**config.mk**
```make
export PLATFORM = sky130hd
export DESIGN_NAME = pll_path_select
export DESIGN_NICKNAME = d
export VERILOG_FILES = /design/src/hdl/pll_path_pkg.sv /design/src/hdl/phase_average.sv /design/src/hdl/pll_path_select.sv
export SDC_FILE = /design/constraint.sdc
export NUM_CORES = 1
export LEC_CHECK = 0
export BUFFER_PORTS_ARGS = -buffer_cell sky130_fd_sc_hd__buf_2
export CORE_MARGIN = 2
export CORE_UTILIZATION = 50
export DETAILED_ROUTE_END_ITERATION = 12
export PLACE_DENSITY = 0.76
export SYNTH_ARGS = -nofsm -noshare
export SYNTH_HDL_FRONTEND = slang
export SYNTH_HIERARCHICAL = 1
export SYNTH_SLANG_ARGS = --single-unit
```
**constraint.sdc**
```tcl
create_clock -name clk_sys -period 5 [get_ports clk_sys]
set_input_delay 0.5 -clock clk_sys [delete_from_list [all_inputs] [get_ports clk_sys]]
set_output_delay 0.5 -clock clk_sys [all_outputs]
set_load 0.05 [all_outputs]
```
**src/hdl/pll_path_pkg.sv**
```systemverilog
// shared constants and carrier types for the pll path select block
package pll_path_pkg;

   // register offsets
   localparam logic [7:0] ADDR_NEAR_INHIBIT = 8'h03;
   localparam logic [7:0] ADDR_DIVIDE_TO_8K_LOCKING_FIRST = 8'h22;
   localparam logic [7:0] ADDR_DIVIDE_TO_8K_LOCKING_LAST  = 8'h28;
   localparam logic [7:0] ADDR_DIFF_TAP     = 8'h61;
   localparam logic [7:0] ADDR_SE_TAP       = 8'h62;
   localparam logic [7:0] ADDR_AUX_FREQ     = 8'h64;
   localparam logic [7:0] ADDR_MULT_CFG     = 8'h65;
   localparam logic [7:0] ADDR_LOCKED_BW    = 8'h67;
   localparam logic [7:0] ADDR_ACQ_BW       = 8'h69;
   localparam logic [7:0] ADDR_DAMPING      = 8'h6b;
   localparam logic [7:0] ADDR_MULTICYCLE   = 8'h74;
   localparam logic [7:0] ADDR_LOWRATE_SRC  = 8'h7a;

   // bit positions and input count
   localparam int NEAR_INHIBIT_BIT = 6;
   localparam int DIVIDE_TO_8K_LOCKING_BIT       = 6;
   localparam int MULT2_SRC_BIT    = 6;
   localparam int MC_EN_BIT        = 6;
   localparam int MC_LOOP_BIT      = 5;
   localparam int LOWRATE_AUX_BIT  = 7;
   localparam int NUM_INPUTS       = 7;
   localparam logic [2:0] LAST_INPUT = 3'h6;

   // reset values and multi-cycle range limit
   localparam logic [7:0] RST_MULT_CFG = 8'h00;
   localparam logic [2:0] RST_DAMPING  = 3'h3;
   localparam logic [3:0] MC_MAX_CODE  = 4'hc;

   // phase arithmetic: 256 counts per unit interval
   localparam int PHASE_W    = 16;
   localparam int PHASE_FRAC = 8;
   localparam int MC_W       = 24;
   localparam int AVG_SHIFT  = 6;
   localparam int AVG_ACC_W  = PHASE_W + AVG_SHIFT;
   localparam logic signed [MC_W-1:0] PHASE_PER_UI = 24'sh000100;

   typedef enum logic [2:0] {
      M1_MAIN_ANALOG  = 3'h0,
      M1_MAIN_DIGITAL = 3'h1,
      M1_12E1         = 3'h2,
      M1_16E1         = 3'h3,
      M1_24DS1        = 3'h4,
      M1_16DS1        = 3'h5
   } mult1Sel_t;

   typedef enum logic [1:0] {
      RATE_12E1  = 2'h0,
      RATE_16E1  = 2'h1,
      RATE_24DS1 = 2'h2,
      RATE_16DS1 = 2'h3
   } rate_t;

   typedef enum logic [1:0] {
      BW_18HZ = 2'h0,
      BW_35HZ = 2'h1,
      BW_70HZ = 2'h2
   } bw_t;

   typedef enum logic [2:0] {
      DAMP_1P2 = 3'h1,
      DAMP_2P5 = 3'h2,
      DAMP_5   = 3'h3,
      DAMP_10  = 3'h4,
      DAMP_20  = 3'h5
   } damp_t;

   typedef enum logic [3:0] {
      TAP_M1_DIV1  = 4'h0,
      TAP_M1_DIV2  = 4'h1,
      TAP_M1_DIV4  = 4'h2,
      TAP_M1_DIV6  = 4'h3,
      TAP_M1_DIV8  = 4'h4,
      TAP_M1_DIV12 = 4'h5,
      TAP_M1_DIV16 = 4'h6,
      TAP_M1_DIV48 = 4'h7,
      TAP_M2_DIV2  = 4'h8,
      TAP_M2_DIV4  = 4'h9,
      TAP_M2_DIV8  = 4'ha,
      TAP_M2_DIV12 = 4'hb,
      TAP_M2_DIV16 = 4'hc,
      TAP_M2_DIV48 = 4'hd,
      TAP_M2_DIV64 = 4'he,
      TAP_LOWRATE  = 4'hf
   } tap_t;

   typedef enum logic [1:0] {
      PFD_DIRECT = 2'h0,
      PFD_HALVE  = 2'h1,
      PFD_TO_8K  = 2'h2
   } pfdDiv_t;

   typedef struct packed {
      logic       en;
      logic       write;
      logic [7:0] addr;
      logic [7:0] wdata;
   } regAccess_t;

   typedef struct packed {
      mult1Sel_t  mult1Sel;
      logic       mainAnalogFb;
      logic       mult2FromLowRate;
      rate_t      mult2Rate;
      logic [2:0] auxFreq;
      tap_t       diffTap;
      tap_t       seTap;
      logic       lowRateFromAux;
   } pathCfg_t;

   typedef struct packed {
      bw_t     bandwidth;
      damp_t   damping;
      pfdDiv_t pfdDiv;
      logic    nearestEdge;
   } loopCfg_t;

endpackage

```
**src/hdl/phase_average.sv**
```systemverilog
// averaging low-pass stage between the phase detector and the loop filter
`timescale 1ns/10ps
module phase_average (
   input  wire logic                                  clk_sys,     // system clock
   input  wire logic                                  rst_n,       // sync reset
   input  wire logic                                  sampleValid, // new error sample
   input  wire logic signed [pll_path_pkg::PHASE_W-1:0] sample,    // raw phase error
   output logic signed [pll_path_pkg::PHASE_W-1:0]      average      // filtered error
);

   typedef struct packed {
      logic signed [pll_path_pkg::AVG_ACC_W-1:0] acc;
      logic signed [pll_path_pkg::PHASE_W-1:0]   avg;
   } avgState_t;

   avgState_t st;
   avgState_t next_st;

   // first-order recursive average; shift sets the corner near 100 Hz
   always_comb begin
      next_st = st;
      if (sampleValid) begin
         next_st.acc = st.acc + (pll_path_pkg::AVG_ACC_W'(sample)
                       - (st.acc >>> pll_path_pkg::AVG_SHIFT));
         next_st.avg = pll_path_pkg::PHASE_W'(next_st.acc >>> pll_path_pkg::AVG_SHIFT);
      end
   end

   always_ff @(posedge clk_sys) begin
      if (!rst_n) begin
         st <= '0;
      end else begin
         st <= next_st;
      end
   end

   assign average = st.avg;

endmodule // phase_average

```
**src/hdl/pll_path_select.sv**
```systemverilog
// path selection, loop setting and phase detector control around the digital loops
//
// Functional notes
// - sync pulses always from main loop; one bit picks 2/8 kHz source.
// - source bit 0: second multiplier fed by auxiliary loop at its frequency.
// - source bit 1: low-rate synthesizer feeds second multiplier, two-bit rate.
// - first select codes 000/001: main 77.76 MHz, analog or digital feedback.
// - codes 010..101 route low-rate synthesizer rates to first multiplier.
// - first multiplier never takes the auxiliary loop output.
// - main loop leaves reset using analog feedback.
// - first multiplier /1,/2 differential only; /48 single-ended only.
// - phase error passes a 100 Hz averaging stage before loop filter.
// - acquisition bandwidth 18, 35 or 70 Hz, reset at 70 Hz.
// - locked bandwidth 18, 35 or 70 Hz, independent of acquisition.
// - damping codes 1,2,3 give 1.2, 2.5 and 5 at every bandwidth.
// - codes 4,5: 5 at 18 Hz, 10 at 35 Hz, 10/20 at 70 Hz.
// - direct locking up to 77.76 MHz; 155.52 MHz input halved first.
// - per-input divide-to-8k bit divides its own input to 8 kHz.
// - nearest-edge capture once locked with multi-cycle detector off.
// - inhibit bit keeps frequency-locking capture permanently.
// - multi-cycle detector enable bit and range code, 1 to 8191 UI.
// - loop-use bit high passes full value, low caps at 360 degrees.
// - multi-cycle detector keeps tracking final phase regardless of loop-use bit.
`timescale 1ns/10ps
module pll_path_select (
   input  wire logic                                  clk_sys,     // system clock
   input  wire logic                                  rst_n,       // sync reset
   input  wire pll_path_pkg::regAccess_t              regAccess,   // register access
   output logic [7:0]                                 regRdData,   // read data
   input  wire logic                                  phaseLocked, // lock detectors agree
   input  wire logic [2:0]                            selInput,    // selected input
   input  wire logic                                  ref155,      // input is 155.52 MHz
   input  wire logic                                  pfdValid,    // detector sample
   input  wire logic signed [pll_path_pkg::PHASE_W-1:0] pfdError,  // detector error
   input  wire logic                                  mcValid,     // multi-cycle sample
   input  wire logic signed [pll_path_pkg::MC_W-1:0]  mcPhase,     // multi-cycle phase
   output pll_path_pkg::pathCfg_t                     pathCfg,     // mux and tap setup
   output pll_path_pkg::loopCfg_t                     loopCfg,     // loop settings
   output logic signed [pll_path_pkg::MC_W-1:0]       loopPhase,   // phase into loop
   output logic signed [pll_path_pkg::MC_W-1:0]       mcHeld,      // tracked position
   output logic signed [pll_path_pkg::PHASE_W-1:0]    filtError    // averaged error
);

   typedef struct packed {
      logic [7:0]                             multCfg;
      logic [7:0]                             lowRateReg;
      logic [7:0]                             auxFreqReg;
      logic [7:0]                             inhibitReg;
      logic [7:0]                             mcReg;
      pll_path_pkg::tap_t                     diffTap;
      pll_path_pkg::tap_t                     seTap;
      pll_path_pkg::bw_t                      lockedBw;
      pll_path_pkg::bw_t                      acqBw;
      logic [2:0]                             dampCode;
      logic [pll_path_pkg::NUM_INPUTS-1:0]    divide_to_8k_locking;
      pll_path_pkg::pathCfg_t                 path;
      pll_path_pkg::loopCfg_t                 loop;
      logic signed [pll_path_pkg::MC_W-1:0]   held;
      logic signed [pll_path_pkg::MC_W-1:0]   loopPh;
      logic [7:0]                             rdData;
   } state_t;

   state_t st;
   state_t next_st;

   function automatic logic signed [pll_path_pkg::MC_W-1:0] clampPhase(
      input logic signed [pll_path_pkg::MC_W-1:0] v,
      input logic signed [pll_path_pkg::MC_W-1:0] lim);
      if (v > lim) begin
         return lim;
      end else if (v < -lim) begin
         return -lim;
      end
      return v;
   endfunction

   // range grows as 2^(code+1)-1 unit intervals
   function automatic logic signed [pll_path_pkg::MC_W-1:0] mcLimit(input logic [3:0] code);
      logic [pll_path_pkg::MC_W-1:0] ui;
      ui = (pll_path_pkg::MC_W'(1) << (code + 4'h1)) - pll_path_pkg::MC_W'(1);
      return signed'(ui << pll_path_pkg::PHASE_FRAC);
   endfunction

   function automatic pll_path_pkg::damp_t dampMap(input pll_path_pkg::bw_t bw,
                                                   input logic [2:0] code);
      pll_path_pkg::damp_t d;
      d = pll_path_pkg::DAMP_5;
      unique case (code)
         3'h1: d = pll_path_pkg::DAMP_1P2;
         3'h2: d = pll_path_pkg::DAMP_2P5;
         3'h4: d = (bw == pll_path_pkg::BW_18HZ) ? pll_path_pkg::DAMP_5
                                                 : pll_path_pkg::DAMP_10;
         3'h5: begin
            if (bw == pll_path_pkg::BW_18HZ) begin
               d = pll_path_pkg::DAMP_5;
            end else if (bw == pll_path_pkg::BW_35HZ) begin
               d = pll_path_pkg::DAMP_10;
            end else begin
               d = pll_path_pkg::DAMP_20;
            end
         end
         default: d = pll_path_pkg::DAMP_5;
      endcase
      return d;
   endfunction

   logic [2:0] lock8kIdx;
   assign lock8kIdx = 3'(regAccess.addr - pll_path_pkg::ADDR_DIVIDE_TO_8K_LOCKING_FIRST);

   always_comb begin
      pll_path_pkg::bw_t activeBw;
      logic               wr;
      next_st = st;
      wr      = regAccess.en && regAccess.write;
      activeBw = phaseLocked ? st.lockedBw : st.acqBw;

      if (wr) begin
         unique case (regAccess.addr)
            pll_path_pkg::ADDR_MULT_CFG: begin
               next_st.multCfg = regAccess.wdata;
               // codes above 101 would name no legal source; keep the old one
               if (regAccess.wdata[2:0] > pll_path_pkg::M1_16DS1) begin
                  next_st.multCfg[2:0] = st.multCfg[2:0];
               end
            end
            pll_path_pkg::ADDR_DIFF_TAP: begin
               if (regAccess.wdata[3:0] != pll_path_pkg::TAP_M1_DIV48) begin
                  next_st.diffTap = pll_path_pkg::tap_t'(regAccess.wdata[3:0]);
               end
            end
            pll_path_pkg::ADDR_SE_TAP: begin
               if (regAccess.wdata[3:0] != pll_path_pkg::TAP_M1_DIV1 &&
                   regAccess.wdata[3:0] != pll_path_pkg::TAP_M1_DIV2) begin
                  next_st.seTap = pll_path_pkg::tap_t'(regAccess.wdata[3:0]);
               end
            end
            pll_path_pkg::ADDR_LOCKED_BW: begin
               if (regAccess.wdata[1:0] <= pll_path_pkg::BW_70HZ) begin
                  next_st.lockedBw = pll_path_pkg::bw_t'(regAccess.wdata[1:0]);
               end
            end
            pll_path_pkg::ADDR_ACQ_BW: begin
               if (regAccess.wdata[1:0] <= pll_path_pkg::BW_70HZ) begin
                  next_st.acqBw = pll_path_pkg::bw_t'(regAccess.wdata[1:0]);
               end
            end
            pll_path_pkg::ADDR_DAMPING: begin
               if (regAccess.wdata[2:0] >= pll_path_pkg::DAMP_1P2 &&
                   regAccess.wdata[2:0] <= pll_path_pkg::DAMP_20) begin
                  next_st.dampCode = regAccess.wdata[2:0];
               end
            end
            pll_path_pkg::ADDR_MULTICYCLE: begin
               next_st.mcReg = regAccess.wdata;
               if (regAccess.wdata[3:0] > pll_path_pkg::MC_MAX_CODE) begin
                  next_st.mcReg[3:0] = pll_path_pkg::MC_MAX_CODE;
               end
            end
            pll_path_pkg::ADDR_AUX_FREQ:     next_st.auxFreqReg = regAccess.wdata;
            pll_path_pkg::ADDR_LOWRATE_SRC:  next_st.lowRateReg = regAccess.wdata;
            pll_path_pkg::ADDR_NEAR_INHIBIT: next_st.inhibitReg = regAccess.wdata;
            default: begin
               if (regAccess.addr >= pll_path_pkg::ADDR_DIVIDE_TO_8K_LOCKING_FIRST &&
                   regAccess.addr <= pll_path_pkg::ADDR_DIVIDE_TO_8K_LOCKING_LAST) begin
                  next_st.divide_to_8k_locking[lock8kIdx] =
                     regAccess.wdata[pll_path_pkg::DIVIDE_TO_8K_LOCKING_BIT];
               end
            end
         endcase
      end

      // read port: unmapped offsets answer zero
      next_st.rdData = 8'h00;
      if (regAccess.en && !regAccess.write) begin
         unique case (regAccess.addr)
            pll_path_pkg::ADDR_MULT_CFG:     next_st.rdData = st.multCfg;
            pll_path_pkg::ADDR_DIFF_TAP:     next_st.rdData = {4'h0, st.diffTap};
            pll_path_pkg::ADDR_SE_TAP:       next_st.rdData = {4'h0, st.seTap};
            pll_path_pkg::ADDR_LOCKED_BW:    next_st.rdData = {6'h00, st.lockedBw};
            pll_path_pkg::ADDR_ACQ_BW:       next_st.rdData = {6'h00, st.acqBw};
            pll_path_pkg::ADDR_DAMPING:      next_st.rdData = {5'h00, st.dampCode};
            pll_path_pkg::ADDR_MULTICYCLE:   next_st.rdData = st.mcReg;
            pll_path_pkg::ADDR_AUX_FREQ:     next_st.rdData = st.auxFreqReg;
            pll_path_pkg::ADDR_LOWRATE_SRC:  next_st.rdData = st.lowRateReg;
            pll_path_pkg::ADDR_NEAR_INHIBIT: next_st.rdData = st.inhibitReg;
            default: begin
               if (regAccess.addr >= pll_path_pkg::ADDR_DIVIDE_TO_8K_LOCKING_FIRST &&
                   regAccess.addr <= pll_path_pkg::ADDR_DIVIDE_TO_8K_LOCKING_LAST) begin
                  next_st.rdData[pll_path_pkg::DIVIDE_TO_8K_LOCKING_BIT] = st.divide_to_8k_locking[lock8kIdx];
               end
            end
         endcase
      end

      // multiplexer routing follows the stored configuration
      next_st.path.mult1Sel = pll_path_pkg::mult1Sel_t'(st.multCfg[2:0]);
      next_st.path.mainAnalogFb = (st.multCfg[2:0] != pll_path_pkg::M1_MAIN_DIGITAL);
      next_st.path.mult2FromLowRate = st.multCfg[pll_path_pkg::MULT2_SRC_BIT];
      next_st.path.mult2Rate = pll_path_pkg::rate_t'(st.multCfg[5:4]);
      next_st.path.auxFreq = st.auxFreqReg[2:0];
      next_st.path.diffTap = st.diffTap;
      next_st.path.seTap = st.seTap;
      // sync pulses have no selector: they are always wired to the main loop
      next_st.path.lowRateFromAux = st.lowRateReg[pll_path_pkg::LOWRATE_AUX_BIT];

      next_st.loop.bandwidth = activeBw;
      next_st.loop.damping = dampMap(activeBw, st.dampCode);
      if (selInput <= pll_path_pkg::LAST_INPUT && st.divide_to_8k_locking[selInput]) begin
         next_st.loop.pfdDiv = pll_path_pkg::PFD_TO_8K;
      end else if (ref155) begin
         next_st.loop.pfdDiv = pll_path_pkg::PFD_HALVE;
      end else begin
         next_st.loop.pfdDiv = pll_path_pkg::PFD_DIRECT;
      end
      next_st.loop.nearestEdge = !st.mcReg[pll_path_pkg::MC_EN_BIT] && phaseLocked
                                 && !st.inhibitReg[pll_path_pkg::NEAR_INHIBIT_BIT];

      // tracking continues whatever the loop-use bit says
      if (mcValid && st.mcReg[pll_path_pkg::MC_EN_BIT]) begin
         next_st.held = clampPhase(mcPhase, mcLimit(st.mcReg[3:0]));
      end
      next_st.loopPh = st.mcReg[pll_path_pkg::MC_LOOP_BIT] ? st.held
                       : clampPhase(st.held, pll_path_pkg::PHASE_PER_UI);
   end

   always_ff @(posedge clk_sys) begin
      if (!rst_n) begin
         st          <= '0;
         st.multCfg  <= pll_path_pkg::RST_MULT_CFG;
         st.lockedBw <= pll_path_pkg::BW_70HZ;
         st.acqBw    <= pll_path_pkg::BW_70HZ;
         st.dampCode <= pll_path_pkg::RST_DAMPING;
         st.seTap    <= pll_path_pkg::TAP_M1_DIV4;
         st.path.mainAnalogFb <= 1'b1;
         st.path.seTap        <= pll_path_pkg::TAP_M1_DIV4;
         st.loop.bandwidth    <= pll_path_pkg::BW_70HZ;
         st.loop.damping      <= pll_path_pkg::DAMP_5;
      end else begin
         st <= next_st;
      end
   end

   phase_average phase_average_i (
      .clk_sys     (clk_sys),
      .rst_n       (rst_n),
      .sampleValid (pfdValid),
      .sample      (pfdError),
      .average     (filtError)
   );

   assign regRdData = st.rdData;
   assign pathCfg   = st.path;
   assign loopCfg   = st.loop;
   assign loopPhase = st.loopPh;
   assign mcHeld    = st.held;
endmodule // pll_path_select

```
==> reports/metrics.cfg <==
[route]
ant_nets = 0
vias_per_cell = 5.83
drt_iter0_markers = 895
wl_per_cell_um = 18.2
dr.pass1.iters = 7
wirelength_mm = 31.0
vias = 9925
drt_drc_violations_left = 0

[floorplan]
die_w_um = 153
initial_core_util_pct = 51.0
io_pins = 166
fp.dieH_um = 153
die_area_um2 = 23500
core_area_um2 = 21900
rows = 54

[timing]
max_slew_margin_pct = 19.3
rsz0062_at_grt = no
finalCriticalPeriod_ns = 4.69
tightest_slew_ns = 1.20
finalSetupViolations = 0
final_max_slew_viol_count = 0
finalClockSkew_ns = 0.0109
max_freq_mhz = 213
hold_viol_final = 0
fin_tns_setup_ns = 0
min_period_over_period_pct = 93.7

[synth]
synth_cells = 1355
synthArstFlopShare_pct = 0
yosys_warnings = 6
yosysUniqueCellTypes = 90
syn_area_per_cell_um2 = 8.24
synth_seq_cells = 167
netlist_area_um2 = 11200
synth-edff-count = 0
synth_top_flop_cell = dfxtp_1
synth-seq-area-share_pct = 29.9
syn-num-nets = 1501

[grt]
grt_pass1_vias = 9075
grtUsageMet2_pct = 39.8
use_met1_pct = 36.9
use_met3_pct = 5.08
grt.busiest_layer = met2
grt_max_degree = 73
grt_overflow_total = 0
gr-usage-all-layers_pct = 26.1
grt_pass1_wl_mm = 49.6
antenna_found_initial = 1

[worst_hold_path]
min_path_type = in -> reg
min-delay-start = ref155
min_to = loopCfg[1]$_SDFF_PP0_
min_path_cells = 2

[setup_path]
r2r-start = st[108]$_SDFFE_PN0P_
r2r-end = mcHeld[18]$_SDFFE_PN0P_
critical_path_arrival_ns = 5.01
rr_worst_depth = 20
crit_slowest_cell = a221o_2
path_class = reg -> reg
reg2reg_slack_ns = 0.31
start_kind = flop
worstPathRequired_ns = 5.32
path_delay_family = compound AO/OA/AOI/OAI gates
slowest_delay_ns = 0.46
crit_buf_inv = 4
worstSetupEndpointType = flop
cp_max_fo = 13
crit_chain = buf_4 > and2_1 > nand3_1 > ha_1 > buf_4 > nor3b_1 > o21bai_1 > o311ai_0 > nor4_4 > nand2_1 > buf_4 > xor2_1 > ha_1 > o2111ai_1 > o2111a_1 > a221o_2 > buf_4 > o211ai_1 > o21ai_0 > a211o_1
cpMostUsedCell = buf_4

[clocking]
cts_num_sinks = 167
hold_buffers = 0
clockBufferDepth = 2
cts-root-buf = clkbuf_16
cts_tree = yes
clkTransAtPathRegs_ns = 0.07
clock_latency_ns = 0.44
h-tree-depth = 4
post_cts_buffers = 0
numCtsBuffers = 17

[final_layout]
utilization_pct = 55.4
antenna-diode-count = 0
area_delta_synth_final_pct = 8.60
drive_above_1_share_pct = 18.8
nNetsFinal = 1556

[placement]
port_buffers = 165
globalplace.congestion = 0.959
dpl.hpwl_mm = 23.1

[power_and_ir_drop]
leakage_nw = 5.27
vdd_ir_drop_max_mv = 0.234
power_density_nw_per_um2 = 389

[job]
maxCapViolCount = 0

[run_status]
status = finished, final reports clean

synth_stat cells (5+ instances only):
cell type	number	share of area (%)
xnor2_1	12	0.94
nand3_1	69	3.1
o221a_2	6	0.61
dfxtp_1	167	30
buf_4	103	6.9
nor3_1	32	1.4
nor4_1	7	0.39
a222oi_1	5	0.45
o211ai_1	7	0.47
buf_1	6	0.20
nand2b_1	10	0.56
fa_1	21	3.8
nor2b_1	27	1.5
o21a_1	6	0.40
o21ai_0	35	1.6
a31oi_1	16	0.90
a221o_1	5	0.45
a211oi_1	9	0.61
a21oi_1	51	2.3
inv_1	99	3.3
o31ai_1	7	0.47
a22oi_1	8	0.54
nor2_1	84	2.8
a21boi_0	52	3.5
a21o_1	10	0.67
a22o_1	5	0.39
nand4_1	20	1.1
ha_1	58	6.5
nand2_1	154	5.2
nand4b_1	6	0.47
buf_6	8	0.81
o2111ai_1	6	0.47
a221oi_1	5	0.39
o311ai_0	5	0.39
and3_1	13	0.73
a211o_1	9	0.71
mux2i_1	35	3.1
buf_2	8	0.36
or3_1	12	0.67
clkbuf_1	43	1.4
and2_1	34	1.9
repair_timing:
item / CTS / global route
endpoints found under the hold margin: 0 / 0
resized for setup: 0 / 1
setup endpoints to repair: 0 / 11
per-layer routing:
metal,routed length (um),share of wire [%]
met5,0,0
met4,747,2.4
met3,2510,8.1
met1,13900,45
met2,13900,45
cell type report:
type                       instances  area (um^2)
clock inverter                    11          110
fill                            2015         9770
inverter                          99          372
tap                              280          350
multi-input combinational        920         6360
sequential                       167         3340
timing repair buffer             205         1130
clock buffer                      21          460
flip-flops by register name, indices dropped and copies added (netlist names):
register,flops
mcHeld,24
regRdData,8
phase_average_i/st,6
pathCfg,19
loopCfg,8
loopPhase,24
st,44
next_st,18
phase_average_i/average,16
worst max path at each step:
| stage | from | to | slack (ns) | cells after the start |
|---|---|---|---|---|
| finish | st[108]$_SDFFE_PN0P_ | mcHeld[18]$_SDFFE_PN0P_ | 0.31 | 20 |
| floorplan | st[106]$_SDFFE_PN0P_ | mcHeld[23]$_SDFFE_PN0P_ | 0.03 | 25 |
| global route | st[108]$_SDFFE_PN0P_ | mcHeld[22]$_SDFFE_PN0P_ | 0.007 | 20 |
| detailed placement | st[108]$_SDFFE_PN0P_ | mcHeld[18]$_SDFFE_PN0P_ | 0.31 | 20 |
| global placement | st[108]$_SDFFE_PN0P_ | mcHeld[12]$_SDFFE_PN0P_ | 0.43 | 22 |
| CTS | st[108]$_SDFFE_PN0P_ | mcHeld[18]$_SDFFE_PN0P_ | 0.29 | 20 |
through the flow:
stage	std cells	total power [mW]	cell area (um^2)	setup WS [ns]	hold WS, ns
5_1_grt	1703	5.00	12100	0.00719	0.292
3_3_place_gp	1671	3.35	11600	0.433	0.449
4_1_cts	1703	4.68	12100	0.291	0.279
2_1_floorplan	1355	3.03	11200	0.0319	0.415
3_5_place_dp	1671	3.38	11600	0.306	0.455
6_report	1703	4.71	12100	0.315	0.302
report_power, final:
part           switching, mW  internal, mW  total (mW)  leakage, nW
logic                   1.22         0.733        1.96         3.65
registers             0.0733          1.39        1.46         1.35
clock network          0.609         0.684        1.29        0.277
cells in the final DEF, fill, tap and decap left out, types with 17 or more instances in the layout:
| cell type | count |
|---|---|
| buf_4 | 41 |
| a21boi_0 | 52 |
| and2_1 | 34 |
| o21ai_0 | 35 |
| fa_1 | 21 |
| ha_1 | 58 |
| a21oi_1 | 51 |
| clkbuf_16 | 17 |
| nand4_1 | 20 |
| nor2b_1 | 27 |
| nand3_1 | 69 |
| nor2_1 | 84 |
| inv_1 | 99 |
| buf_2 | 164 |
| dfxtp_1 | 167 |
| mux2i_1 | 35 |
| nor3_1 | 32 |
| nand2_1 | 154 |
cells by family after synthesis:
group,count (synthesis),share of synthesized area (%)
flip-flops,167,29.9
AO/OA/AOI/OAI,286,18.9
XOR/XNOR,17,1.50
buffers and inverters,268,13.1
adder cells (fa/ha/maj),79,10.3
AND/OR/NAND/NOR,500,22.6
multiplexers,38,3.64
Note: power is estimated with default switching activity, not from simulation.
